==> config.mk <==
export PLATFORM = sky130hd
export DESIGN_NAME = lin_slave_response_control
export DESIGN_NICKNAME = d
export VERILOG_FILES = /design/src/pkg/lin_resp_pkg.sv /design/src/pkg/frame_evt_if.sv /design/src/logic/frame_tracker.sv /design/src/logic/lin_slave_response_control.sv
export VERILOG_INCLUDE_DIRS = /design/src /design/src/pkg
export SDC_FILE = /design/constraint.sdc
export NUM_CORES = 1
export LEC_CHECK = 0
export BUFFER_PORTS_ARGS = -buffer_cell sky130_fd_sc_hd__buf_2
export CORE_ASPECT_RATIO = 0.6
export CORE_MARGIN = 5
export CORE_UTILIZATION = 57
export DETAILED_ROUTE_END_ITERATION = 10
export PLACE_DENSITY = 0.81
export SLEW_MARGIN = 20
export SYNTH_ARGS = -nofsm -noshare
export SYNTH_HDL_FRONTEND = slang
export SYNTH_SLANG_ARGS = --single-unit
==> constraint.sdc <==
create_clock -name clk_i -period 3 [get_ports clk_i]
set_input_delay 0 -clock clk_i [delete_from_list [all_inputs] [get_ports clk_i]]
set_output_delay 0 -clock clk_i [all_outputs]
set_load 0.05 [all_outputs]
==> src/pkg/lin_resp_cfg.svh <==
`ifndef LIN_RESP_CFG_SVH
`define LIN_RESP_CFG_SVH

// ==========================================
// register byte offsets
`define OFS_CTRL 6'h00
`define OFS_CFG 6'h04
`define OFS_STATUS 6'h08
`define OFS_LEN 6'h0c
`define OFS_ID 6'h10
`define OFS_IRQ_ST 6'h14
`define OFS_IRQ_MASK 6'h18
`define OFS_BUF 6'h20

// ==========================================
// control register fields
`define CTRL_STOP 7
`define CTRL_DIR 5
`define CTRL_ACK 4
`define CTRL_RSTINT 3
`define CTRL_RSTERR 2

// ==========================================
// status register fields
`define ST_ACTIVE 7
`define ST_DREQ 4
`define ST_HALT 3
`define ST_BUSERR 2
`define ST_TMOERR 1
`define ST_DONE 0

// ==========================================
// interrupt fields
`define IRQ_ID 0
`define IRQ_ERR 1
`define IRQ_DONE 2
`define IRQ_W 3

// ==========================================
// sizes and reset values
`define BUF_DEPTH 8
`define IDX_W 3
`define LEN_W 4
`define ID_W 6
`define CTRL_RST 8'h00
`define CFG_RST 1'b0
`define MASK_RST 3'h0
`define UNMAPPED_DATA 32'h0000_0000

`endif

==> src/pkg/lin_resp_pkg.sv <==
package lin_resp_pkg;
    // ==========================================
    // frame tracker states, gray along idle-hdr-wack-data
    typedef enum logic [2:0] {
        ST_IDLE = 3'h0,
        ST_HDR = 3'h1,
        ST_WACK = 3'h3,
        ST_DATA = 3'h2,
        ST_HALT = 3'h6
    } frame_state_t;
endpackage

==> src/pkg/frame_evt_if.sv <==
`include "lin_resp_cfg.svh"
interface frame_evt_if;
    // ==========================================
    // events into the tracker
    logic break_det;
    logic id_rx;
    logic byte_rx;
    logic byte_req;
    logic frame_done;
    logic bus_err;
    logic ack;
    logic stop;
    logic csum_change;
    // ==========================================
    // tracker state back to control
    logic dreq;
    logic halted;
    logic in_data;
    logic overrun;
    logic done;
    logic err;
    logic iface_reset;
    logic [`IDX_W-1:0] idx;

    modport tracker (
        input break_det, id_rx, byte_rx, byte_req, frame_done, bus_err, ack, stop,
        input csum_change,
        output dreq, halted, in_data, overrun, done, err, iface_reset, idx
    );
    modport ctrl (
        output break_det, id_rx, byte_rx, byte_req, frame_done, bus_err, ack, stop,
        output csum_change,
        input dreq, halted, in_data, overrun, done, err, iface_reset, idx
    );
endinterface

==> src/logic/frame_tracker.sv <==
`include "lin_resp_cfg.svh"
module frame_tracker (
    input wire logic clk_i,
    input wire logic rst_i,
    frame_evt_if.tracker ev
);
    lin_resp_pkg::frame_state_t state_q, state_d;
    logic dreq_q, dreq_d;
    logic [`IDX_W-1:0] idx_q, idx_d;
    logic overrun_d, done_d, err_d, rst_d;
    logic overrun_q, done_q, err_q, rstp_q;

    // ==========================================
    // next state of the frame sequence
    always_comb begin
        state_d = state_q;
        dreq_d = dreq_q;
        idx_d = idx_q;
        overrun_d = 1'b0;
        done_d = 1'b0;
        err_d = 1'b0;
        rst_d = 1'b0;
        case (state_q)
            lin_resp_pkg::ST_IDLE: begin
                if (ev.break_det) state_d = lin_resp_pkg::ST_HDR;
            end
            lin_resp_pkg::ST_HDR: begin
                if (ev.id_rx) begin
                    state_d = lin_resp_pkg::ST_WACK;
                    dreq_d = 1'b1;
                    idx_d = '0;
                end
            end
            lin_resp_pkg::ST_WACK: begin
                if (ev.stop) begin
                    state_d = lin_resp_pkg::ST_HALT;
                    dreq_d = 1'b0;
                end else if (ev.byte_rx) begin
                    // byte beat firmware setup: slot 0 overwritten, timeout
                    state_d = lin_resp_pkg::ST_IDLE;
                    dreq_d = 1'b0;
                    overrun_d = 1'b1;
                end else if (ev.ack) begin
                    state_d = lin_resp_pkg::ST_DATA;
                    dreq_d = 1'b0;
                end
            end
            lin_resp_pkg::ST_DATA: begin
                if (ev.frame_done) begin
                    state_d = lin_resp_pkg::ST_IDLE;
                    done_d = 1'b1;
                end else if (ev.byte_rx || ev.byte_req) begin
                    idx_d = idx_q + `IDX_W'(1);
                end
            end
            lin_resp_pkg::ST_HALT: begin
                // bus ignored until next sync break
                if (ev.break_det) state_d = lin_resp_pkg::ST_HDR;
            end
            default: begin
                state_d = lin_resp_pkg::ST_IDLE;
                dreq_d = 1'b0;
            end
        endcase
        // fresh break restarts header detection from any active state
        if (ev.break_det && state_q != lin_resp_pkg::ST_IDLE &&
            state_q != lin_resp_pkg::ST_HALT) begin
            state_d = lin_resp_pkg::ST_HDR;
            dreq_d = 1'b0;
        end
        if (ev.bus_err && state_q != lin_resp_pkg::ST_IDLE &&
            state_q != lin_resp_pkg::ST_HALT) begin
            state_d = lin_resp_pkg::ST_IDLE;
            dreq_d = 1'b0;
            err_d = 1'b1;
        end
        // checksum change mid-transaction discards the frame
        if (ev.csum_change && state_q != lin_resp_pkg::ST_IDLE &&
            state_q != lin_resp_pkg::ST_HALT) begin
            state_d = lin_resp_pkg::ST_IDLE;
            dreq_d = 1'b0;
            idx_d = '0;
            done_d = 1'b0;
            overrun_d = 1'b0;
            err_d = 1'b0;
            rst_d = 1'b1;
        end
    end

    // ==========================================
    // state registers
    always_ff @(posedge clk_i) begin
        if (rst_i) begin
            state_q <= lin_resp_pkg::ST_IDLE;
            dreq_q <= 1'b0;
            idx_q <= '0;
            overrun_q <= 1'b0;
            done_q <= 1'b0;
            err_q <= 1'b0;
            rstp_q <= 1'b0;
        end else begin
            state_q <= state_d;
            dreq_q <= dreq_d;
            idx_q <= idx_d;
            overrun_q <= overrun_d;
            done_q <= done_d;
            err_q <= err_d;
            rstp_q <= rst_d;
        end
    end

    // ==========================================
    // outputs back to control
    assign ev.dreq = dreq_q;
    assign ev.halted = (state_q == lin_resp_pkg::ST_HALT);
    assign ev.in_data = (state_q == lin_resp_pkg::ST_DATA);
    assign ev.overrun = overrun_q;
    assign ev.done = done_q;
    assign ev.err = err_q;
    assign ev.iface_reset = rstp_q;
    assign ev.idx = idx_q;
endmodule

==> src/logic/lin_slave_response_control.sv <==
`include "lin_resp_cfg.svh"
module lin_slave_response_control (
    input wire logic clk_i,
    input wire logic rst_i,
    // wishbone slave
    input wire logic cyc_i,
    input wire logic stb_i,
    input wire logic we_i,
    input wire logic [5:0] adr_i,
    input wire logic [3:0] sel_i,
    input wire logic [31:0] dat_i,
    output logic [31:0] dat_o,
    output logic ack_o,
    // lin protocol engine events
    input wire logic break_det_i,
    input wire logic id_rx_i,
    input wire logic [`ID_W-1:0] id_i,
    input wire logic byte_rx_i,
    input wire logic [7:0] rx_byte_i,
    input wire logic byte_req_i,
    input wire logic frame_done_i,
    input wire logic bus_err_i,
    input wire logic bus_active_i,
    // toward the engine
    output logic hdr_enable_o,
    output logic iface_reset_o,
    output logic frame_direction_o,
    output logic csum_mode_o,
    output logic [`LEN_W-1:0] frame_len_o,
    output logic [7:0] tx_byte_o,
    output logic irq_o
);
    frame_evt_if ev ();

    logic ack_q, ack_d;
    logic [31:0] rdat_q, rdat_d;
    logic dir_q, dir_d;
    logic csum_q, csum_d;
    logic [`LEN_W-1:0] len_q, len_d;
    logic [`ID_W-1:0] id_q, id_d;
    logic [`IRQ_W-1:0] irq_st_q, irq_st_d, mask_q, mask_d;
    logic done_q, done_d, tmo_q, tmo_d, berr_q, berr_d;
    logic [7:0] tx_q, tx_d;
    logic [7:0] buf_q [`BUF_DEPTH];
    logic [7:0] buf_d [`BUF_DEPTH];
    logic wr_hit, rd_hit, buf_open, buf_sel, lane0;
    logic [`IDX_W-1:0] buf_idx;

    // ==========================================
    // bus decode; writes act on the edge that ends ack
    assign wr_hit = cyc_i && stb_i && we_i && ack_q;
    assign rd_hit = cyc_i && stb_i && !we_i && !ack_q;
    assign lane0 = sel_i[0];
    assign buf_sel = (adr_i[5] == 1'b1) && (adr_i[1:0] == 2'b00);
    assign buf_idx = adr_i[4:2];
    // firmware sees buffer and id only in a quiet, granted window
    assign buf_open = !bus_active_i && (ev.dreq || done_q);

    // ==========================================
    // events into the tracker
    assign ev.break_det = break_det_i;
    assign ev.id_rx = id_rx_i;
    assign ev.byte_rx = byte_rx_i;
    assign ev.byte_req = byte_req_i;
    assign ev.frame_done = frame_done_i;
    assign ev.bus_err = bus_err_i;
    // acknowledge and stop are write-one pulses in control
    assign ev.ack = wr_hit && lane0 && adr_i == `OFS_CTRL && dat_i[`CTRL_ACK];
    assign ev.stop = wr_hit && lane0 && adr_i == `OFS_CTRL && dat_i[`CTRL_STOP];
    assign ev.csum_change = wr_hit && lane0 && adr_i == `OFS_CFG && (dat_i[0] != csum_q);

    frame_tracker u_tracker (
        .clk_i(clk_i),
        .rst_i(rst_i),
        .ev(ev.tracker)
    );

    // ==========================================
    // register next values
    always_comb begin
        dir_d = dir_q;
        csum_d = csum_q;
        len_d = len_q;
        mask_d = mask_q;
        id_d = id_q;
        done_d = done_q;
        tmo_d = tmo_q;
        berr_d = berr_q;
        irq_st_d = irq_st_q;
        if (wr_hit && lane0) begin
            case (adr_i)
                `OFS_CTRL: begin
                    dir_d = dat_i[`CTRL_DIR];
                    if (dat_i[`CTRL_RSTINT]) begin
                        irq_st_d = '0;
                        done_d = 1'b0;
                    end
                    if (dat_i[`CTRL_RSTERR]) begin
                        tmo_d = 1'b0;
                        berr_d = 1'b0;
                    end
                end
                `OFS_CFG: csum_d = dat_i[0];
                `OFS_LEN: len_d = dat_i[`LEN_W-1:0];
                `OFS_IRQ_ST: irq_st_d = irq_st_q & ~dat_i[`IRQ_W-1:0];
                `OFS_IRQ_MASK: mask_d = dat_i[`IRQ_W-1:0];
                default: ;
            endcase
        end
        // hardware sets after clears so a same-cycle event survives
        // identifier stored verbatim; no extended-frame decode here
        if (id_rx_i && !ev.halted) id_d = id_i;
        if (ev.id_rx && !ev.halted && ev.dreq == 1'b0) irq_st_d[`IRQ_ID] = 1'b1;
        if (ev.done) begin
            done_d = 1'b1;
            irq_st_d[`IRQ_DONE] = 1'b1;
        end
        if (ev.overrun) begin
            tmo_d = 1'b1;
            irq_st_d[`IRQ_ERR] = 1'b1;
        end
        if (ev.err) begin
            berr_d = 1'b1;
            irq_st_d[`IRQ_ERR] = 1'b1;
        end
        if (ev.iface_reset) done_d = 1'b0;
    end

    // ==========================================
    // data buffer, one entry per generate step
    for (genvar g = 0; g < `BUF_DEPTH; g++) begin : g_buf
        always_comb begin
            buf_d[g] = buf_q[g];
            if (wr_hit && lane0 && buf_sel && buf_open && buf_idx == `IDX_W'(g)) begin
                buf_d[g] = dat_i[7:0];
            end
            if (byte_rx_i && ev.in_data && ev.idx == `IDX_W'(g)) begin
                buf_d[g] = rx_byte_i;
            end
            if (g == 0 && byte_rx_i && ev.dreq && !ev.halted) begin
                buf_d[g] = rx_byte_i;
            end
        end
        always_ff @(posedge clk_i) begin
            if (rst_i) begin
                buf_q[g] <= 8'h00;
            end else begin
                buf_q[g] <= buf_d[g];
            end
        end
    end

    // ==========================================
    // read mux and bus answer
    always_comb begin
        ack_d = cyc_i && stb_i && !ack_q;
        rdat_d = rdat_q;
        tx_d = tx_q;
        if (byte_req_i && ev.in_data && dir_q) tx_d = buf_q[ev.idx];
        if (rd_hit) begin
            rdat_d = `UNMAPPED_DATA;
            if (buf_sel) begin
                if (buf_open) rdat_d = {24'h000000, buf_q[buf_idx]};
            end else begin
                case (adr_i)
                    `OFS_CTRL: rdat_d = {26'h0000000, dir_q, 5'h00};
                    `OFS_CFG: rdat_d = {31'h00000000, csum_q};
                    `OFS_STATUS: rdat_d = {24'h000000, bus_active_i, 2'b00, ev.dreq,
                        ev.halted, berr_q, tmo_q, done_q};
                    `OFS_LEN: rdat_d = {28'h0000000, len_q};
                    `OFS_ID: if (buf_open) rdat_d = {26'h0000000, id_q};
                    `OFS_IRQ_ST: rdat_d = {29'h00000000, irq_st_q};
                    `OFS_IRQ_MASK: rdat_d = {29'h00000000, mask_q};
                    default: rdat_d = `UNMAPPED_DATA;
                endcase
            end
        end
    end

    // ==========================================
    // register bank
    always_ff @(posedge clk_i) begin
        if (rst_i) begin
            ack_q <= 1'b0;
            rdat_q <= 32'h0000_0000;
            dir_q <= 1'b0;
            csum_q <= `CFG_RST;
            len_q <= '0;
            id_q <= '0;
            mask_q <= `MASK_RST;
            irq_st_q <= '0;
            done_q <= 1'b0;
            tmo_q <= 1'b0;
            berr_q <= 1'b0;
            tx_q <= 8'h00;
        end else begin
            ack_q <= ack_d;
            rdat_q <= rdat_d;
            dir_q <= dir_d;
            csum_q <= csum_d;
            len_q <= len_d;
            id_q <= id_d;
            mask_q <= mask_d;
            irq_st_q <= irq_st_d;
            done_q <= done_d;
            tmo_q <= tmo_d;
            berr_q <= berr_d;
            tx_q <= tx_d;
        end
    end

    // ==========================================
    // outputs
    assign ack_o = ack_q;
    assign dat_o = rdat_q;
    assign irq_o = |(irq_st_q & mask_q);
    assign hdr_enable_o = !ev.halted;
    assign iface_reset_o = ev.iface_reset;
    assign frame_direction_o = dir_q;
    assign csum_mode_o = csum_q;
    assign frame_len_o = len_q;
    assign tx_byte_o = tx_q;
endmodule

After elaboration in Yosys (flattened, before gate mapping)
Memory sizes are Yosys's and may differ from the RTL's. A register that Yosys moved wholly into a read port is not among the register bits. Cells that the tools add are included.

Register bits after elaboration: 65. Bits in writable memories: 64. Output and inout bits: 50. Memories kept: 1.

Memory list: buf_q (depth 8, bits a word 8, read ports 2, clocked after Yosys merged registers in 1, write ports 8, RTL line lin_slave_response_control.sv:44) `` logic [7:0] buf_q [`BUF_DEPTH]; ``.

$add $sub $neg: 1. Equality and inequality tests: 47. Multiplexer cells: 69. Bitwise operators: 15. Reductions and logical operators: 103.

Operators with widths (count): $mux 8 (26); $pmux 8 s7 (1); $logic_and 1x1->1 (45); $mux 3 (11); $mux 32 (1); $eq 3x3->1 const B (9); $mux 1 (25); $reduce_and 2->1 (12); $reduce_bool 2->1 (11); $reduce_and 3->1 (7); $ne 2x2->1 const B (10); $eq 3x2->1 const B (6); $eq 6x5->1 const B (3); $eq 6x4->1 const B (2); $ne 3x2->1 const B (4); $pmux 3 s2 (2); $pmux 3 s4 (1); $reduce_and 4->1 (3); $reduce_bool 3->1 (4); $reduce_or 3->1 (4); $eq 3x1->1 const B (3); $logic_not 3->1 (3); $or 1x1->1 (8); $reduce_or 4->1 (2); other kinds (20) (32).

Logic depth before layout (Yosys ltp)
Word-level depth: 11. Mapped depth: 9. Mapped depth without buffers: 6.

Modules after synthesis
From an unflattened synthesis, not the netlist that was laid out.

Cell total of the unflattened synthesis: 630. Area total of the unflattened synthesis: 6742.7 sq um.

By module, submodules not included: lin_slave_response_control (instances 1, cells each 564, area an instance 6172.2 sq um, seq. area each 2682.6 sq um); frame_tracker (instances 1, cells each 66, area an instance 570.5 sq um, seq. area each 220.2 sq um).

Worst setup path before layout
No wires, ideal clock.

Path type: register to register. From: register u_tracker.idx_q[1], in the netlist u_tracker.ev.idx[1]. To: memory buf_q[0][0], enable pin. Library setup time: 0.294 ns. Arrival: 2.245 ns. Slack: 0.461 ns. Cell stages (with the launch flop): 9. Path buffers: 3. Clock period less this slack: 2.539 ns. Path through: dfxtp_1 clkbuf_1 clkbuf_1 inv_1 ha_1 and2_1 a32o_1 clkbuf_1 or3_1.

RTL lines: start, declared (RTL line frame_tracker.sv:9) `` logic [`IDX_W-1:0] idx_q, idx_d; ``; start signal, assigned (RTL line frame_tracker.sv:104) `idx_q <= idx_d;`; end, declared (RTL line lin_slave_response_control.sv:44).

==> impl_metrics.csv <==
group,metric,value,unit
sta,period_minus_slack,2.37,ns
clock_network,cts_buffers,17,
worst_setup_path,endpoint_kind,"register",
detailed_routing,finalWirelength,21.9,mm
floorplan,fp.coreArea,11400,um^2
synthesis,ys.flop_type,"edfxtp_1",
synthesis,syn_inst,671,
floorplan,initial_utilization,0.588,
clock_network,clock_path_buffers,2,
sta,setup_violations,0,
synthesis,seq_area_frac_synth,0.434,
global_route,use_met1,0.453,
global_route,grt_pass1_wl,32.8,mm
sta,final_max_slew_viol_count,0,
sta,setup-tns-final,0,ns
detailed_routing,routed_via_density,6.60,
job,cap_violations,0,
detailed_routing,drc_errors,0,
synthesis,synth_edf_count,64,
power,power.total,4.22,mW
detailed_routing,routedWlPerCell,24.1,um
global_route,grt_max_degree,45,
synthesis,synthesis.area,6690,um^2
global_route,grt_antenna_before_repair,1,
cells_and_area,final_cells,909,
worst_setup_path,arrival,2.44,ns
detailed_routing,ant_nets,0,
floorplan,die_width,150,um
outcome,run_status,"completed",
place,dpl_worst_slack,0.760,ns
synthesis,synth_top_cell_by_area,"edfxtp_1",
power,vdd_ir_drop_max,0.437,mV
synthesis,synth_top_area_share,0.287,
power,power-per-cell-area,540,nW/um^2
sta,fmax,422,MHz
clock_network,clock-sinks,113,
global_route,gr-usage-met2,0.442,
power,total_leakage_power,2.92,nW
floorplan,die_height,93.9,um
place,placed_area,7010,um^2
place,gp_congestion,1.01,
synthesis,async_flop_share,0,
clock_network,clk_latency,0.42,ns
global_route,grt_pass1_vias,5691,
synthesis,yosys_warnings,0,
worst_setup_path,path_max_fanout,15,
sta,relSlewSlack,0.386,
floorplan,die-area,14100,um^2
global_route,grt_use_total,0.316,
sta,worst_pin_slew,0.922,ns
floorplan,ios,118,
clock_network,clkTransAtPathRegs,0.06,ns
sta,fin_crit_sh,0.790,
sta,final-hold-violation-count,0,
min_path,hold_path.class,"primary input to register",
detailed_routing,drtIter0Drc,1134,
place,hpwl,15.2,mm
place,place_inst,855,
clock_network,htree_levels,4,
detailed_routing,firstDrtPassIters,6,
min_path,whs_path_depth,3,
cells_and_area,finalInstanceArea,7820,um^2
cells_and_area,num-nets-final,810,
synthesis,syn_avg_cell_area,9.97,um^2
floorplan,rows,30,
detailed_routing,dr_total_vias,6001,
cells_and_area,drive_gt1_frac,0.219,
cells_and_area,diodes,0,
global_route,grtUsageMet3,0.121,
cells_and_area,area_growth,16.8,%
sta,skew,0.00624,ns
place,portBuffers,66,
synthesis,synthTopCellsByArea,"edfxtp_1, dfxtp_1, mux4_2",
sta,fin_ws,0.631,ns
global_route,grt_busiest_layer,"met1",
worst_setup_path,r2r_cells,4,
clock_network,cts_tree,"built",
worst_setup_path,start_kind,"register",
global_route,grt_overflow,0,
worst_setup_path,crit_type,"register to register",
synthesis,ys_ff_latch,113,
clock_network,root_buffer,"clkbuf_16",
clock_network,cts_resized,0,
synthesis,ys_types,60,
sta,rsz0062_at_grt,"false",
worst_setup_path,cp.required,3.07,ns
-- registers in the layout, indices dropped and copies added (netlist names), 3 cells and up --
register and cells:
buf_q 64, u_tracker.state_q 3, tx_byte_o 8, id_q 6
u_tracker.ev.idx 3, dat_o 8, irq_st_q 3, mask_q 3
frame_len_o 4
-- where the power goes --
part           internal [mW]  total (mW)  switching, mW
registers               1.69        1.73         0.0414
clock network           1.23        2.00          0.777
logic                  0.147       0.489          0.342
-- per-stage QoR --
stage	hold slack [ns]	util
2_1_floorplan	0.111	-
3_3_place_gp	0.224	0.617
3_5_place_dp	0.231	0.617
4_1_cts	0.00161	0.687
5_1_grt	0.0361	0.687
6_report	0.0101	0.687
-- Yosys cell counts, drive strengths merged, types with 12 or more instances --
cell type and n:
nor2 75, nand2 70, edfxtp 64, a21oi 52, buf 51, dfxtp 49
a22oi 39, nand3 38, mux2i 31, clkbuf 30, mux4 26, a211oi 12
o21ai 12
-- area by class of cell --
class	count	area [um^2]
clock buffer	17	425
timing repair buffer	104	671
clock inverter	15	160
fill	882	3550
multi-input combinational	492	3430
tap	160	200
inverter	8	30.0
sequential	113	2900
-- cell families after synthesis --
kind of cell               count (synthesis)  synth area share
and+or+nand+nor                          250             0.196
xor gates and xnor gates                   2           0.00262
muxes                                     61             0.141
adders and majority gates                  6            0.0112
DFF                                      113             0.434
AOI/OAI and AO/OA                        149             0.148
buffers and inverters                     89            0.0667
other                                      1          0.000560
-- worst max-delay path, cell delays in order, from the launching register on --
cell	delay [ns]
dfxtp_1	0.62
and3b_1	0.34
and2_1	0.18
a32o_1	0.40
or3_1	0.46
-- placed cells by master, fill, tap and decap left out, types with 4 or more instances in the layout --
| cell type | instances |
|---|---|
| a211o_1 | 5 |
| a211oi_1 | 11 |
| a21oi_1 | 52 |
| a22oi_1 | 39 |
| a31oi_1 | 7 |
| and2_1 | 4 |
| and3_1 | 9 |
| and3b_1 | 4 |
| buf_2 | 66 |
| buf_4 | 16 |
| clkbuf_16 | 17 |
| clkinvlp_4 | 5 |
| conb_1 | 24 |
| dfxtp_1 | 49 |
| dlygate4sd3_1 | 22 |
| edfxtp_1 | 64 |
| ha_1 | 6 |
| inv_1 | 6 |
| mux2_2 | 4 |
| mux2i_1 | 31 |
| mux4_2 | 26 |
| nand2_1 | 70 |
| nand2b_1 | 4 |
| nand3_1 | 38 |
| nor2_1 | 75 |
| nor2b_1 | 8 |
| nor3_1 | 7 |
| nor4_4 | 6 |
| o21ai_0 | 10 |
| or3_1 | 6 |
-- final timing paths --
path                                  startpoint  slack (ns)                           to
max            u_tracker.state_q[1]$_SDFFE_PP0P_        0.63    buf_q[0][6]$_SDFFCE_PN0P_
max reg2reg    u_tracker.state_q[1]$_SDFFE_PP0P_        0.63    buf_q[0][6]$_SDFFCE_PN0P_
min reg2reg  u_tracker.ev.iface_reset$_SDFF_PP0_        0.43          done_q$_SDFFE_PP0P_
min                                     dat_i[1]        0.01  frame_len_o[1]$_SDFFE_PP0P_
-- layer usage --
layer,part of all wire,vias to the layer above
li1,-,2589
met1,0.39,2818
met2,0.41,524
met3,0.17,68
met4,0.023,2
met5,0.00091,-
-- timing repair --
action                                 4_1_cts  5_1_grt
hold buffers                                22        0
endpoints found under the hold margin       15        0
buffers inserted                             0        0
Note: power is estimated with default switching activity, not from simulation.
